<file path="src/verilog/mmd_defs.svh">
// memory map decoder constants: region bases, sizes, offsets, reset values
`ifndef MMD_DEFS_SVH
`define MMD_DEFS_SVH

`define MMD_FLASH_BASE 32'h0008_0000
`define MMD_FLASH_SIZE 32'h0001_0000
`define MMD_SRAM_BASE 32'h0001_0000
`define MMD_SRAM_SIZE 32'h0000_2000
`define MMD_MMR_TOP 16'hFFFF
`define MMD_REMAP_OFS 16'h0220
`define MMD_REMAP_RST 8'h01
`define MMD_REMAP_FLASH_BIT 0
`define MMD_FLASH_HW_WORDS 32768
`define MMD_FLASH_BOOT_WORDS 1024
`define MMD_FLASH_BOOT_START 15'h7C00
`define MMD_PAGE_BYTES 256
`define MMD_PAGE_LSB 7
`define MMD_SRAM_WORDS 2048

`endif

</file>
<file path="src/verilog/mmd_pkg.sv">
// memory map decoder types
package mmd_pkg;

  typedef struct packed {
    logic [31:0] addr;
    logic [31:0] wdata;
    logic [3:0] be;
    logic we;
  } mmd_req_s;

  typedef enum logic [2:0] {ST_IDLE, ST_FLASH, ST_SRAM, ST_PERIPH, ST_DONE} mmd_state_e;

  typedef enum logic [1:0] {FL_IDLE, FL_LO, FL_HI} mmd_fl_state_e;

endpackage : mmd_pkg

</file>
<file path="src/verilog/mmd_decoder.sv">
// memory map decoder with boot remap for flash, sram and peripheral registers
`timescale 1ns/1ns
`default_nettype none
`include "mmd_defs.svh"

// Summary of operation
// - after reset flash answers at address zero
// - remap bit0 cleared puts sram at zero
// - one linear 32-bit byte address space
// - multi-byte data stored little endian
// - flash 32k halfwords, top 1k boot loader
// - flash organised in 256-byte pages
// - 32-bit flash access becomes two halfword accesses
// - flash full words run at half rate
// - sram 2k words, one access per word
// - register space sits in top address pages
// - register accesses routed to addressed peripheral
// - remap register at 0x0220, one byte, only bit0 RW, other bits read zero
module mmd_decoder
  import mmd_pkg::*;
(
  input wire logic clk,
  input wire logic rst_n,
  input wire logic cpu_req,
  input wire mmd_req_s cpu_cmd,
  output logic cpu_ack_q,
  output logic [31:0] cpu_rdata_q,
  output logic flash_req_q,
  output logic flash_we_q,
  output logic [14:0] flash_addr_q,
  output logic [15:0] flash_wdata_q,
  output logic [1:0] flash_be_q,
  output logic [7:0] flash_page_q,
  output logic flash_boot_q,
  input wire logic flash_ack,
  input wire logic [15:0] flash_rdata,
  output logic sram_req_q,
  output logic sram_we_q,
  output logic [10:0] sram_addr_q,
  output logic [31:0] sram_wdata_q,
  output logic [3:0] sram_be_q,
  input wire logic sram_ack,
  input wire logic [31:0] sram_rdata,
  output logic periph_req_q,
  output logic periph_we_q,
  output logic [7:0] periph_blk_q,
  output logic [7:0] periph_ofs_q,
  output logic [31:0] periph_wdata_q,
  output logic [3:0] periph_be_q,
  input wire logic periph_ack,
  input wire logic [31:0] periph_rdata,
  output logic flash_at_zero_q
);

  function automatic logic grp_mapped(input logic [7:0] g);
    case (g)
      8'h00, 8'h01, 8'h02, 8'h03, 8'h04, 8'h05, 8'h06, 8'h07: grp_mapped = 1'b1;
      8'h08, 8'h09, 8'h0A, 8'h0B, 8'hF0, 8'hF4, 8'hF8: grp_mapped = 1'b1;
      default: grp_mapped = 1'b0;
    endcase
  endfunction : grp_mapped

  mmd_state_e st_q;
  logic [7:0] remap_q;
  logic fl_done;
  logic [31:0] fl_rdata;

  wire [31:0] a = cpu_cmd.addr;
  wire take = st_q == ST_IDLE && cpu_req;
  wire in_zero_fl = a < `MMD_FLASH_SIZE;
  wire in_zero_sr = a < `MMD_SRAM_SIZE;
  wire zero_flash = remap_q[`MMD_REMAP_FLASH_BIT] && in_zero_fl;
  wire zero_sram = !remap_q[`MMD_REMAP_FLASH_BIT] && in_zero_sr;
  wire in_flash = a >= `MMD_FLASH_BASE && a < (`MMD_FLASH_BASE + `MMD_FLASH_SIZE);
  wire in_sram = a >= `MMD_SRAM_BASE && a < (`MMD_SRAM_BASE + `MMD_SRAM_SIZE);
  // full 32-bit compare, no partial decode aliases
  wire hit_flash = zero_flash || in_flash;
  wire hit_sram = zero_sram || in_sram;
  wire hit_mmr = a[31:16] == `MMD_MMR_TOP;
  wire hit_remap = hit_mmr && a[15:2] == `MMD_REMAP_OFS >> 2;
  wire hit_periph = hit_mmr && !hit_remap && grp_mapped(a[15:8]);
  wire remap_wr = take && hit_remap && cpu_cmd.we && cpu_cmd.be[0];
  wire [31:0] remap_rd = {24'h00_0000, remap_q};
  // local answer: remap register or nothing mapped
  wire [31:0] local_rd = (hit_remap && !cpu_cmd.we) ? remap_rd : 32'h0000_0000;
  wire fl_start = take && hit_flash;

  mmd_flash_narrow u_flash (
    .clk(clk),
    .rst_n(rst_n),
    .start(fl_start),
    .byte_ofs(a[15:0]),
    .be(cpu_cmd.be),
    .we(cpu_cmd.we),
    .wdata(cpu_cmd.wdata),
    .done_q(fl_done),
    .rdata_q(fl_rdata),
    .flash_req_q(flash_req_q),
    .flash_we_q(flash_we_q),
    .flash_addr_q(flash_addr_q),
    .flash_wdata_q(flash_wdata_q),
    .flash_be_q(flash_be_q),
    .flash_page_q(flash_page_q),
    .flash_boot_q(flash_boot_q),
    .flash_ack(flash_ack),
    .flash_rdata(flash_rdata)
  );

  // remap register; only the flash select bit is stored
  always_ff @(posedge clk or negedge rst_n) begin
    if (!rst_n) begin
      remap_q <= `MMD_REMAP_RST;
      flash_at_zero_q <= 1'b1;
    end else begin
      if (remap_wr) begin
        remap_q <= {7'h00, cpu_cmd.wdata[`MMD_REMAP_FLASH_BIT]};
        flash_at_zero_q <= cpu_cmd.wdata[`MMD_REMAP_FLASH_BIT];
      end
    end
  end

  always_ff @(posedge clk or negedge rst_n) begin
    if (!rst_n) begin
      st_q <= ST_IDLE;
      cpu_ack_q <= 1'b0;
      cpu_rdata_q <= 32'h0000_0000;
      sram_req_q <= 1'b0;
      sram_we_q <= 1'b0;
      sram_addr_q <= 11'h000;
      sram_wdata_q <= 32'h0000_0000;
      sram_be_q <= 4'h0;
      periph_req_q <= 1'b0;
      periph_we_q <= 1'b0;
      periph_blk_q <= 8'h00;
      periph_ofs_q <= 8'h00;
      periph_wdata_q <= 32'h0000_0000;
      periph_be_q <= 4'h0;
    end else begin
      case (st_q)
        ST_IDLE: begin
          if (take) begin
            if (hit_flash) begin
              st_q <= ST_FLASH;
            end else if (hit_sram) begin
              // 32-bit wide, whole word in one access
              sram_req_q <= 1'b1;
              sram_we_q <= cpu_cmd.we;
              sram_addr_q <= a[12:2];
              sram_wdata_q <= cpu_cmd.wdata;
              sram_be_q <= cpu_cmd.be;
              st_q <= ST_SRAM;
            end else if (hit_periph) begin
              periph_req_q <= 1'b1;
              periph_we_q <= cpu_cmd.we;
              periph_blk_q <= a[15:8];
              periph_ofs_q <= a[7:0];
              periph_wdata_q <= cpu_cmd.wdata;
              periph_be_q <= cpu_cmd.be;
              st_q <= ST_PERIPH;
            end else begin
              cpu_rdata_q <= local_rd;
              cpu_ack_q <= 1'b1;
              st_q <= ST_DONE;
            end
          end
        end
        ST_FLASH: begin
          if (fl_done) begin
            cpu_rdata_q <= fl_rdata;
            cpu_ack_q <= 1'b1;
            st_q <= ST_DONE;
          end
        end
        ST_SRAM: begin
          if (sram_ack) begin
            sram_req_q <= 1'b0;
            cpu_rdata_q <= sram_rdata;
            cpu_ack_q <= 1'b1;
            st_q <= ST_DONE;
          end
        end
        ST_PERIPH: begin
          if (periph_ack) begin
            periph_req_q <= 1'b0;
            cpu_rdata_q <= periph_rdata;
            cpu_ack_q <= 1'b1;
            st_q <= ST_DONE;
          end
        end
        ST_DONE: begin
          cpu_ack_q <= 1'b0;
          st_q <= ST_IDLE;
        end
        default: st_q <= ST_IDLE;
      endcase
    end
  end

  AST_ZERO_IS_FLASH: assert property (@(posedge clk) disable iff (!rst_n)
    take && a < 32'h0001_0000 && remap_q[0] |=> st_q == ST_FLASH && (flash_req_q || fl_done))
    else $error("address zero did not reach flash while remap bit set");

  AST_ZERO_IS_SRAM: assert property (@(posedge clk) disable iff (!rst_n)
    take && a < 32'h0000_2000 && !remap_q[0] |=> sram_req_q && sram_addr_q == $past(a[12:2]))
    else $error("address zero did not reach sram after remap");

  AST_REMAP_ONLY_BY_WRITE: assert property (@(posedge clk) disable iff (!rst_n)
    $fell(remap_q[0]) |-> $past(remap_wr) && !$past(cpu_cmd.wdata[0]))
    else $error("remap bit cleared without a register write");

  AST_REMAP_WRITE: assert property (@(posedge clk) disable iff (!rst_n)
    take && a == 32'hFFFF_0220 && cpu_cmd.we && cpu_cmd.be[0]
      |=> remap_q == {7'h00, $past(cpu_cmd.wdata[0])} && cpu_ack_q)
    else $error("remap register write not taken");

  AST_SRAM_ONE_ACCESS: assert property (@(posedge clk) disable iff (!rst_n)
    st_q == ST_SRAM && sram_ack |=> cpu_ack_q && !sram_req_q
      && cpu_rdata_q == $past(sram_rdata))
    else $error("sram word not answered from a single access");

  AST_PERIPH_ROUTE: assert property (@(posedge clk) disable iff (!rst_n)
    take && hit_periph |=> periph_req_q && periph_blk_q == $past(a[15:8])
      && periph_ofs_q == $past(a[7:0]))
    else $error("register access not routed to its peripheral");

  AST_UNMAPPED_ZERO: assert property (@(posedge clk) disable iff (!rst_n)
    take && !hit_flash && !hit_sram && !hit_mmr
      |=> cpu_ack_q && cpu_rdata_q == 32'h0000_0000 && !periph_req_q && !sram_req_q)
    else $error("unmapped access did not read zero");

  AST_ACK_ONE_CYCLE: assert property (@(posedge clk) disable iff (!rst_n)
    cpu_ack_q |=> !cpu_ack_q && st_q == ST_IDLE)
    else $error("answer strobe longer than one cycle");

endmodule : mmd_decoder
`default_nettype wire

</file>
<file path="src/verilog/mmd_flash_narrow.sv">
// splits one 32-bit access into halfword accesses on the 16-bit flash array
`timescale 1ns/1ns
`default_nettype none
`include "mmd_defs.svh"

module mmd_flash_narrow
  import mmd_pkg::*;
(
  input wire logic clk,
  input wire logic rst_n,
  input wire logic start,
  input wire logic [15:0] byte_ofs,
  input wire logic [3:0] be,
  input wire logic we,
  input wire logic [31:0] wdata,
  output logic done_q,
  output logic [31:0] rdata_q,
  output logic flash_req_q,
  output logic flash_we_q,
  output logic [14:0] flash_addr_q,
  output logic [15:0] flash_wdata_q,
  output logic [1:0] flash_be_q,
  output logic [7:0] flash_page_q,
  output logic flash_boot_q,
  input wire logic flash_ack,
  input wire logic [15:0] flash_rdata
);

  mmd_fl_state_e st_q;
  logic [3:0] be_q;
  logic [15:0] whi_q;
  logic [13:0] word_q;

  wire need_lo = |be[1:0];
  wire need_hi = |be[3:2];
  wire hi_pend = |be_q[3:2];
  wire [14:0] lo_addr = {byte_ofs[15:2], 1'b0};
  wire [14:0] hi_addr = {word_q, 1'b1};
  wire [14:0] start_addr = need_lo ? lo_addr : {byte_ofs[15:2], 1'b1};

  always_ff @(posedge clk or negedge rst_n) begin
    if (!rst_n) begin
      st_q <= FL_IDLE;
      be_q <= 4'h0;
      whi_q <= 16'h0000;
      word_q <= 14'h0000;
      done_q <= 1'b0;
      rdata_q <= 32'h0000_0000;
      flash_req_q <= 1'b0;
      flash_we_q <= 1'b0;
      flash_addr_q <= 15'h0000;
      flash_wdata_q <= 16'h0000;
      flash_be_q <= 2'h0;
      flash_page_q <= 8'h00;
      flash_boot_q <= 1'b0;
    end else begin
      done_q <= 1'b0;
      case (st_q)
        FL_IDLE: begin
          if (start) begin
            be_q <= be;
            whi_q <= wdata[31:16];
            word_q <= byte_ofs[15:2];
            flash_we_q <= we;
            rdata_q <= 32'h0000_0000;
            if (need_lo || need_hi) begin
              // low halfword first: least significant byte at lowest address
              flash_req_q <= 1'b1;
              flash_addr_q <= start_addr;
              flash_wdata_q <= need_lo ? wdata[15:0] : wdata[31:16];
              flash_be_q <= need_lo ? be[1:0] : be[3:2];
              flash_page_q <= start_addr[14:`MMD_PAGE_LSB];
              flash_boot_q <= start_addr >= `MMD_FLASH_BOOT_START;
              st_q <= need_lo ? FL_LO : FL_HI;
            end else begin
              done_q <= 1'b1;
            end
          end
        end
        FL_LO: begin
          if (flash_ack) begin
            rdata_q[15:0] <= flash_rdata;
            if (hi_pend) begin
              // second access of a full word halves the fetch rate
              flash_addr_q <= hi_addr;
              flash_wdata_q <= whi_q;
              flash_be_q <= be_q[3:2];
              flash_page_q <= hi_addr[14:`MMD_PAGE_LSB];
              flash_boot_q <= hi_addr >= `MMD_FLASH_BOOT_START;
              st_q <= FL_HI;
            end else begin
              flash_req_q <= 1'b0;
              done_q <= 1'b1;
              st_q <= FL_IDLE;
            end
          end
        end
        FL_HI: begin
          if (flash_ack) begin
            rdata_q[31:16] <= flash_rdata;
            flash_req_q <= 1'b0;
            done_q <= 1'b1;
            st_q <= FL_IDLE;
          end
        end
        default: st_q <= FL_IDLE;
      endcase
    end
  end

  AST_FLASH_SECOND_HALF: assert property (@(posedge clk) disable iff (!rst_n)
    st_q == FL_LO && flash_ack && hi_pend |=> flash_req_q && flash_addr_q[0] && st_q == FL_HI)
    else $error("full word did not issue a second flash access");

  AST_FLASH_LOW_FIRST: assert property (@(posedge clk) disable iff (!rst_n)
    st_q == FL_IDLE && start && be == 4'hF |=> flash_req_q && !flash_addr_q[0]
      && flash_be_q == 2'h3)
    else $error("full word did not start with the low halfword");

  AST_FLASH_PAGE: assert property (@(posedge clk) disable iff (!rst_n)
    flash_req_q |-> flash_page_q == flash_addr_q[14:7])
    else $error("flash page index does not match the halfword address");

  AST_FLASH_BOOT: assert property (@(posedge clk) disable iff (!rst_n)
    flash_req_q |-> flash_boot_q == (flash_addr_q >= 15'h7C00))
    else $error("boot loader area flag wrong");

endmodule : mmd_flash_narrow
`default_nettype wire

</file>
<file path="config.mk">
export PLATFORM = sky130hd
export DESIGN_NAME = mmd_decoder
export DESIGN_NICKNAME = d
export VERILOG_FILES = /design/src/verilog/mmd_pkg.sv /design/src/verilog/mmd_decoder.sv /design/src/verilog/mmd_flash_narrow.sv
export VERILOG_INCLUDE_DIRS = /design/src /design/src/verilog
export SDC_FILE = /design/constraint.sdc
export NUM_CORES = 1
export LEC_CHECK = 0
export ABC_AREA = 1
export BUFFER_PORTS_ARGS = -buffer_cell sky130_fd_sc_hd__buf_2
export CELL_PAD_IN_SITES_DETAIL_PLACEMENT = 1
export CELL_PAD_IN_SITES_GLOBAL_PLACEMENT = 2
export CORE_UTILIZATION = 29
export DETAILED_ROUTE_END_ITERATION = 8
export HOLD_SLACK_MARGIN = 0.08
export PLACE_DENSITY_LB_ADDON = 0.1
export SKIP_CTS_REPAIR_TIMING = 1
export SLEW_MARGIN = 20
export SYNTH_ARGS = -nofsm -noshare
export SYNTH_HDL_FRONTEND = slang
export SYNTH_HIERARCHICAL = 1
export SYNTH_SLANG_ARGS = --single-unit
</file>
<file path="constraint.sdc">
create_clock -name clk -period 2.6 [get_ports clk]
set_input_delay 0.52 -clock clk [delete_from_list [all_inputs] [get_ports clk]]
set_output_delay 0.52 -clock clk [all_outputs]
set_load 0.01 [all_outputs]
</file>
==> impl_metrics.toml, run 1 <==
[layout]
layout_commonest_cell = "nand2_1"
layout_common_cells = "609 x nand2_1, 334 x buf_2, 242 x dfrtp_1, 140 x o21ai_0, 124 x inv_1"
drive_gt1_share_pct = 25.7
area_delta_synth_final_pct = 29.8
fin_nets = 1925
final_cell_area_sq_um = 14700

[timing]
worstMarginPinSlew_ns = 0.796
rsz0062_at_grt = "false"
finalSetupTns_ns = 0
slew_violations = 0
period_share_pct = 81.9
relSlewSlack_pct = 46.9
setup_viol = 0
finalClockSkew_ns = 0.0168
max_freq_mhz = 470
layout_min_cycle_time_ns = 2.13
finalHoldViolCount = 0

[routing]
ant_nets = 0
dr.pass1.iters = 4
drt_iter0_markers = 440
wl_per_cell_um = 17.2
vias = 10337
drt_wl_total_mm = 39.8
viasPerCell = 4.48
drc = 0

[placement]
port_buffers = 335
placed_area_sq_um = 13600
place.gp.congestion = 0.776
dp_hpwl_mm = 28.9

[synthesis]
avgSynthCellArea_sq_um = 7.87
syn_nets = 1599
ys.warnings.count = 6
synth_seq_cells = 243
syn-cell-area_sq_um = 11300
yosys-top-cells-area = "dfrtp_1 53%, nand2_1 20%, o21ai_0 6.2%"
ys_seq_area_share_pct = 53.7
ys_types = 33
synth_top_area_share_pct = 53.5
post-synth-top-area-cell = "dfrtp_1"
syn_inst = 1439

[power_and_ir_drop]
irDropWorstVdd_v = 0.000413
power.density_nw_per_um2 = 592
p_leak_nw = 8.33

[floorplanning]
start_util_pct = 29.4
ioPinCount = 336
rows = 72
core_area_sq_um = 38600
die_area_sq_um = 39800
die_h_um = 200
die_x_um = 200

[clock_network]
cts_tree = "yes"
clock_latency_ns = 0.57
cts_buffer_depth = 3
root_buffer = "clkbuf_16"
cts_sinks = 243
cts_made_buffers = 30
path_clk_slew_ns = 0.06
htree_levels = 1

[critical_path]
crit_type = "register to register"
cpMostUsedCell = "nand2_1"
path_cells = "inv_1, nor2_1, nand3_1, nand2_1, nand2_1, nor2_1, inv_1, nand2_2, nand2_1, nor2_2, nand3_4, buf_12, nand2_1, nand2_1"
crit_slowest_cell = "dfstp_2"
worst-path-buf-inv = 3
critPathTopFamily = "simple AND/OR/NAND/NOR gates"
cp-end-kind = "register"
crit_path_max_fanout = 34
cp.required_ns = 3.06
max_stage_delay_ns = 0.55
startpoint_type = "register"
crit_arrival_ns = 2.59

[global_route]
track_usage_pct = 20.0
grt_pass1_wl_mm = 61.5
grt_pass1_vias = 10668
antenna_found_initial = 3
grt_max_degree = 81
grt_overflow = 0

[min_path]
holdCritPathClass = "input port to register"

[run]
cap_violations = 0

[status]
status = "finished clean"
[flip-flops by register name, indices dropped and copies added, names as in the netlist, 14 cells and up]
| name | count |
|---|---|
| u_flash/whi_q | 16 |
| periph_wdata_q | 32 |
| u_flash/rdata_q | 32 |
| u_flash/word_q | 14 |
| sram_wdata_q | 32 |
| u_flash/flash_wdata_q | 16 |
| cpu_rdata_q | 32 |
| u_flash/flash_addr_q | 15 |
[final timing paths]
kind                            startpoint                  endpoint  slack (ns)  depth (start not counted)
setup / recovery                remap_q[0]  u_flash/flash_wdata_q[0]        0.47                         14
hold / removal                 cpu_cmd[37]           periph_ofs_q[0]        0.17                          3
setup reg to reg                remap_q[0]  u_flash/flash_wdata_q[0]        0.47                         14
hold reg to reg            periph_blk_q[5]           periph_blk_q[5]        0.47                          2
max in group asynchronous            rst_n         u_flash/word_q[9]        1.27                          3
min in group asynchronous            rst_n          sram_wdata_q[20]        0.53                          2
[Yosys cell counts]
| cell | count |
|---|---|
| a21o_1 | 1 |
| and3_1 | 1 |
| nor2_4 | 1 |
| nand3_4 | 3 |
| nand2_2 | 8 |
| inv_1 | 124 |
| nor3_4 | 2 |
| a21boi_0 | 1 |
| o21ai_0 | 140 |
| dfstp_2 | 1 |
| nand4_1 | 3 |
| inv_4 | 1 |
| o21ai_2 | 2 |
| nand3_1 | 116 |
| o211ai_1 | 1 |
| nand2_1 | 610 |
| nor2_1 | 50 |
| clkbuf_1 | 35 |
| buf_6 | 13 |
| a21oi_1 | 5 |
| ha_1 | 5 |
| buf_4 | 10 |
| nor2_8 | 1 |
| nand2_4 | 1 |
| buf_2 | 19 |
| mux2_2 | 3 |
| inv_2 | 7 |
| o21ai_1 | 24 |
| nor2_2 | 3 |
| nor3_1 | 4 |
| o21a_1 | 1 |
| dfrtp_1 | 242 |
| nand3b_1 | 1 |
[routing by layer]
layer | track usage [%] | up-vias | routed length (um) | share of wire (%)
met5 | 0 | - | 17 | 0.043
met4 | 3.82 | 2 | 607 | 1.5
met3 | 3.70 | 39 | 1890 | 4.8
met2 | 31.8 | 221 | 18100 | 45
met1 | 28.3 | 4932 | 19200 | 48
li1 | - | 5143 | - | -
[where the power goes]
| group | switching [mW] | internal (mW) | leakage, nW |
|---|---|---|---|
| sequential | 0 | 3.78 | 3.39 |
| clock | 1.71 | 2.81 | 0.529 |
| combinational | 0.262 | 0.139 | 4.41 |
| total | 1.97 | 6.73 | 8.33 |
[metrics by stage]
| stage | setup WS (ns) | power [mW] | hold slack [ns] | utilization, % | cells |
|---|---|---|---|---|---|
| final | 0.471 | 8.71 | 0.167 | 38.1 | 2309 |
| after global routing | 0.287 | 9.05 | 0.173 | 38.1 | 2307 |
| after CTS | 0.444 | 8.88 | -0.0874 | 38.1 | 2306 |
| after detailed placement | 0.0652 | 4.26 | 0.454 | 35.3 | 2250 |
| after global placement | 0.137 | 4.26 | 0.451 | 35.3 | 2250 |
| after floorplan | 0.539 | 3.96 | 0.224 | - | 1439 |
[tightest hold or removal path, stage by stage]
cell	delay (ns)
buf_2	0.07
nand2_1	0.04
nand2_1	0.05
[cell families (layout without fill, tap and decap cells)]
logic type,Yosys count,in the layout,synth area share (%)
DFF,243,243,53.7
AOI/OAI and AO/OA,175,175,7.89
other,0,2,0
adders and majority gates,5,5,0.552
muxes,3,3,0.298
buffers and inverters,209,559,8.35
and+or+nand+nor,804,804,29.2
[area by class of cell]
type | instances | area [sq um]
fill | 4771 | 23900
sequential | 243 | 6080
multi-input combinational | 987 | 4310
timing repair buffer | 371 | 2070
clock buffer | 39 | 856
tap | 518 | 648
inverter | 132 | 498
clock inverter | 17 | 225
antenna | 2 | 5.00
Note: power is estimated with default switching activity, not from simulation.
==> run 2, diff against run 1 <==
Settings changed: CORE_UTILIZATION 29 to 26.
Clock period 2.6 ns to 1.8 ns, I/O delays scaled along.
==> run 2 against run 1 <==
Compared with the run above:
- the run now ends with setup timing left
- utilization is 2.0 points higher
- sequential share of layout area is 6.2 points lower
- sequential power is 44% higher
- fmax is 5.8% higher
==> impl_metrics.toml, run 2 (same netlist as run 1, synthesis figures left out) <==
[timing]
relSlewSlack_pct = 73.5
period_share_pct = 112
setup_viol = 166
layout_min_cycle_time_ns = 2.01
rsz0062_at_grt = "true"
slew_violations = 0
finalClockSkew_ns = 0.0141
worst_slack_ns = -0.212
worstMarginPinSlew_ns = 0.398
max_freq_mhz = 497
finalHoldViolCount = 0

[layout]
final_cells = 2530
final_cell_area_sq_um = 17300
layout_commonest_cell = "nand2_1"
layout_common_cells = "510 x nand2_1, 334 x buf_2, 242 x dfrtp_1, 121 x inv_1, 101 x nand3_1"
area_delta_synth_final_pct = 52.4
post-route-util_pct = 40.2
drive_gt1_share_pct = 37.0
fin_nets = 2081

[placement]
place.gp.congestion = 0.802
placed_area_sq_um = 14300
dp_hpwl_mm = 31.2
placed_cells = 2382
port_buffers = 335

[critical_path]
crit_arrival_ns = 2.47
crit_path_max_fanout = 9
critPathTopFamily = "simple AND/OR/NAND/NOR gates"
worst-path-buf-inv = 3
path_cells = "inv_2, nor2_4, nand3_2, nand2_4, nand2_4, nor2_4, inv_2, nand2_4, nand2_4, nor2_4, nand3_4, clkbuf_16, nand2_1, nand2_1"
crit_slowest_cell = "dfstp_2"
cpMostUsedCell = "nand2_4"
cp.required_ns = 2.26
crit_type = "register to register"
max_stage_delay_ns = 0.54
cp-end-kind = "register"
startpoint_type = "register"

[power_and_ir_drop]
irDropWorstVdd_v = 0.000569
p_leak_nw = 9.47
total_power_mw = 12.3
power.density_nw_per_um2 = 712

[global_route]
grt_overflow = 0
grt_pass1_wl_mm = 66.3
antenna_found_initial = 2
track_usage_pct = 19.1
grt_pass1_vias = 11243
grt_max_degree = 64

[floorplanning]
rows = 76
ioPinCount = 336
die_h_um = 211
start_util_pct = 26.3
die_area_sq_um = 44400
core_area_sq_um = 43000
die_x_um = 211

[routing]
vias = 11262
wl_per_cell_um = 19.0
dr.pass1.iters = 5
drt_iter0_markers = 532
drt_wl_total_mm = 48.0
ant_nets = 0
viasPerCell = 4.45
drc = 0

[status]
violations = "setup timing"
status = "finished with violations"

[clock_network]
cts_made_buffers = 31
cts_tree = "yes"
clock_latency_ns = 0.57
cts_buffer_depth = 3
path_clk_slew_ns = 0.06
htree_levels = 1
cts_sinks = 243
root_buffer = "clkbuf_16"

[run]
cap_violations = 0

[min_path]
holdCritPathClass = "input port to register"
## run 2: worst paths after layout
kind / cells past startpoint / slack, ns / end / start
setup / recovery: 14 / -0.21 / u_flash/flash_addr_q[12] / remap_q[0]
hold / removal: 3 / 0.06 / u_flash/rdata_q[30] / flash_rdata[14]
min in group asynchronous: 2 / 0.23 / sram_wdata_q[9] / rst_n
max in group asynchronous: 3 / 0.89 / periph_blk_q[7] / rst_n
hold reg to reg: 2 / 0.47 / periph_req_q / periph_req_q
setup reg to reg: 14 / -0.21 / u_flash/flash_addr_q[12] / remap_q[0]
## run 2: final cells by class
type,instances,area [sq um]
clock inverters,14,108
fillers,5197,25700
multi-input cells,989,4990
clock buffers,42,877
flip-flops and latches,243,6080
diodes,1,2.50
inverters,132,505
well taps,585,732
repair buffers,524,3970
## run 2: worst min-delay path: cells and delay by family
family                 cells  cell delay [ns]
and+or+nand+nor            2             0.15
buffers and inverters      1             0.10
## run 2: power by group
group	switching (mW)	leakage, nW	internal, mW	total [mW]
Clock	2.56	0.495	3.54	6.10
Combinational	0.427	5.59	0.307	0.734
Sequential	0	3.39	5.46	5.46
Total	2.98	9.47	9.31	12.3
## run 2: per-stage QoR
step	setup TNS (ns)	hold slack, ns	setup WS [ns]
CTS	-12.57	-0.383	-0.188
detailed placement	-63.31	0.237	-0.448
global route	-35.00	0.0815	-0.324
global placement	-49.44	0.239	-0.352
finish	-12.83	0.0629	-0.212
floorplan	-3.02	0.0644	-0.0819
## run 2: routing by layer
| layer | global-route usage (%) | vias up | routed length (um) |
|---|---|---|---|
| met2 | 30.4 | 249 | 22400 |
| met4 | 3.92 | 2 | 1080 |
| met5 | 0 | - | 13 |
| met1 | 27.0 | 5475 | 22100 |
| li1 | - | 5474 | - |
| met3 | 3.64 | 62 | 2290 |
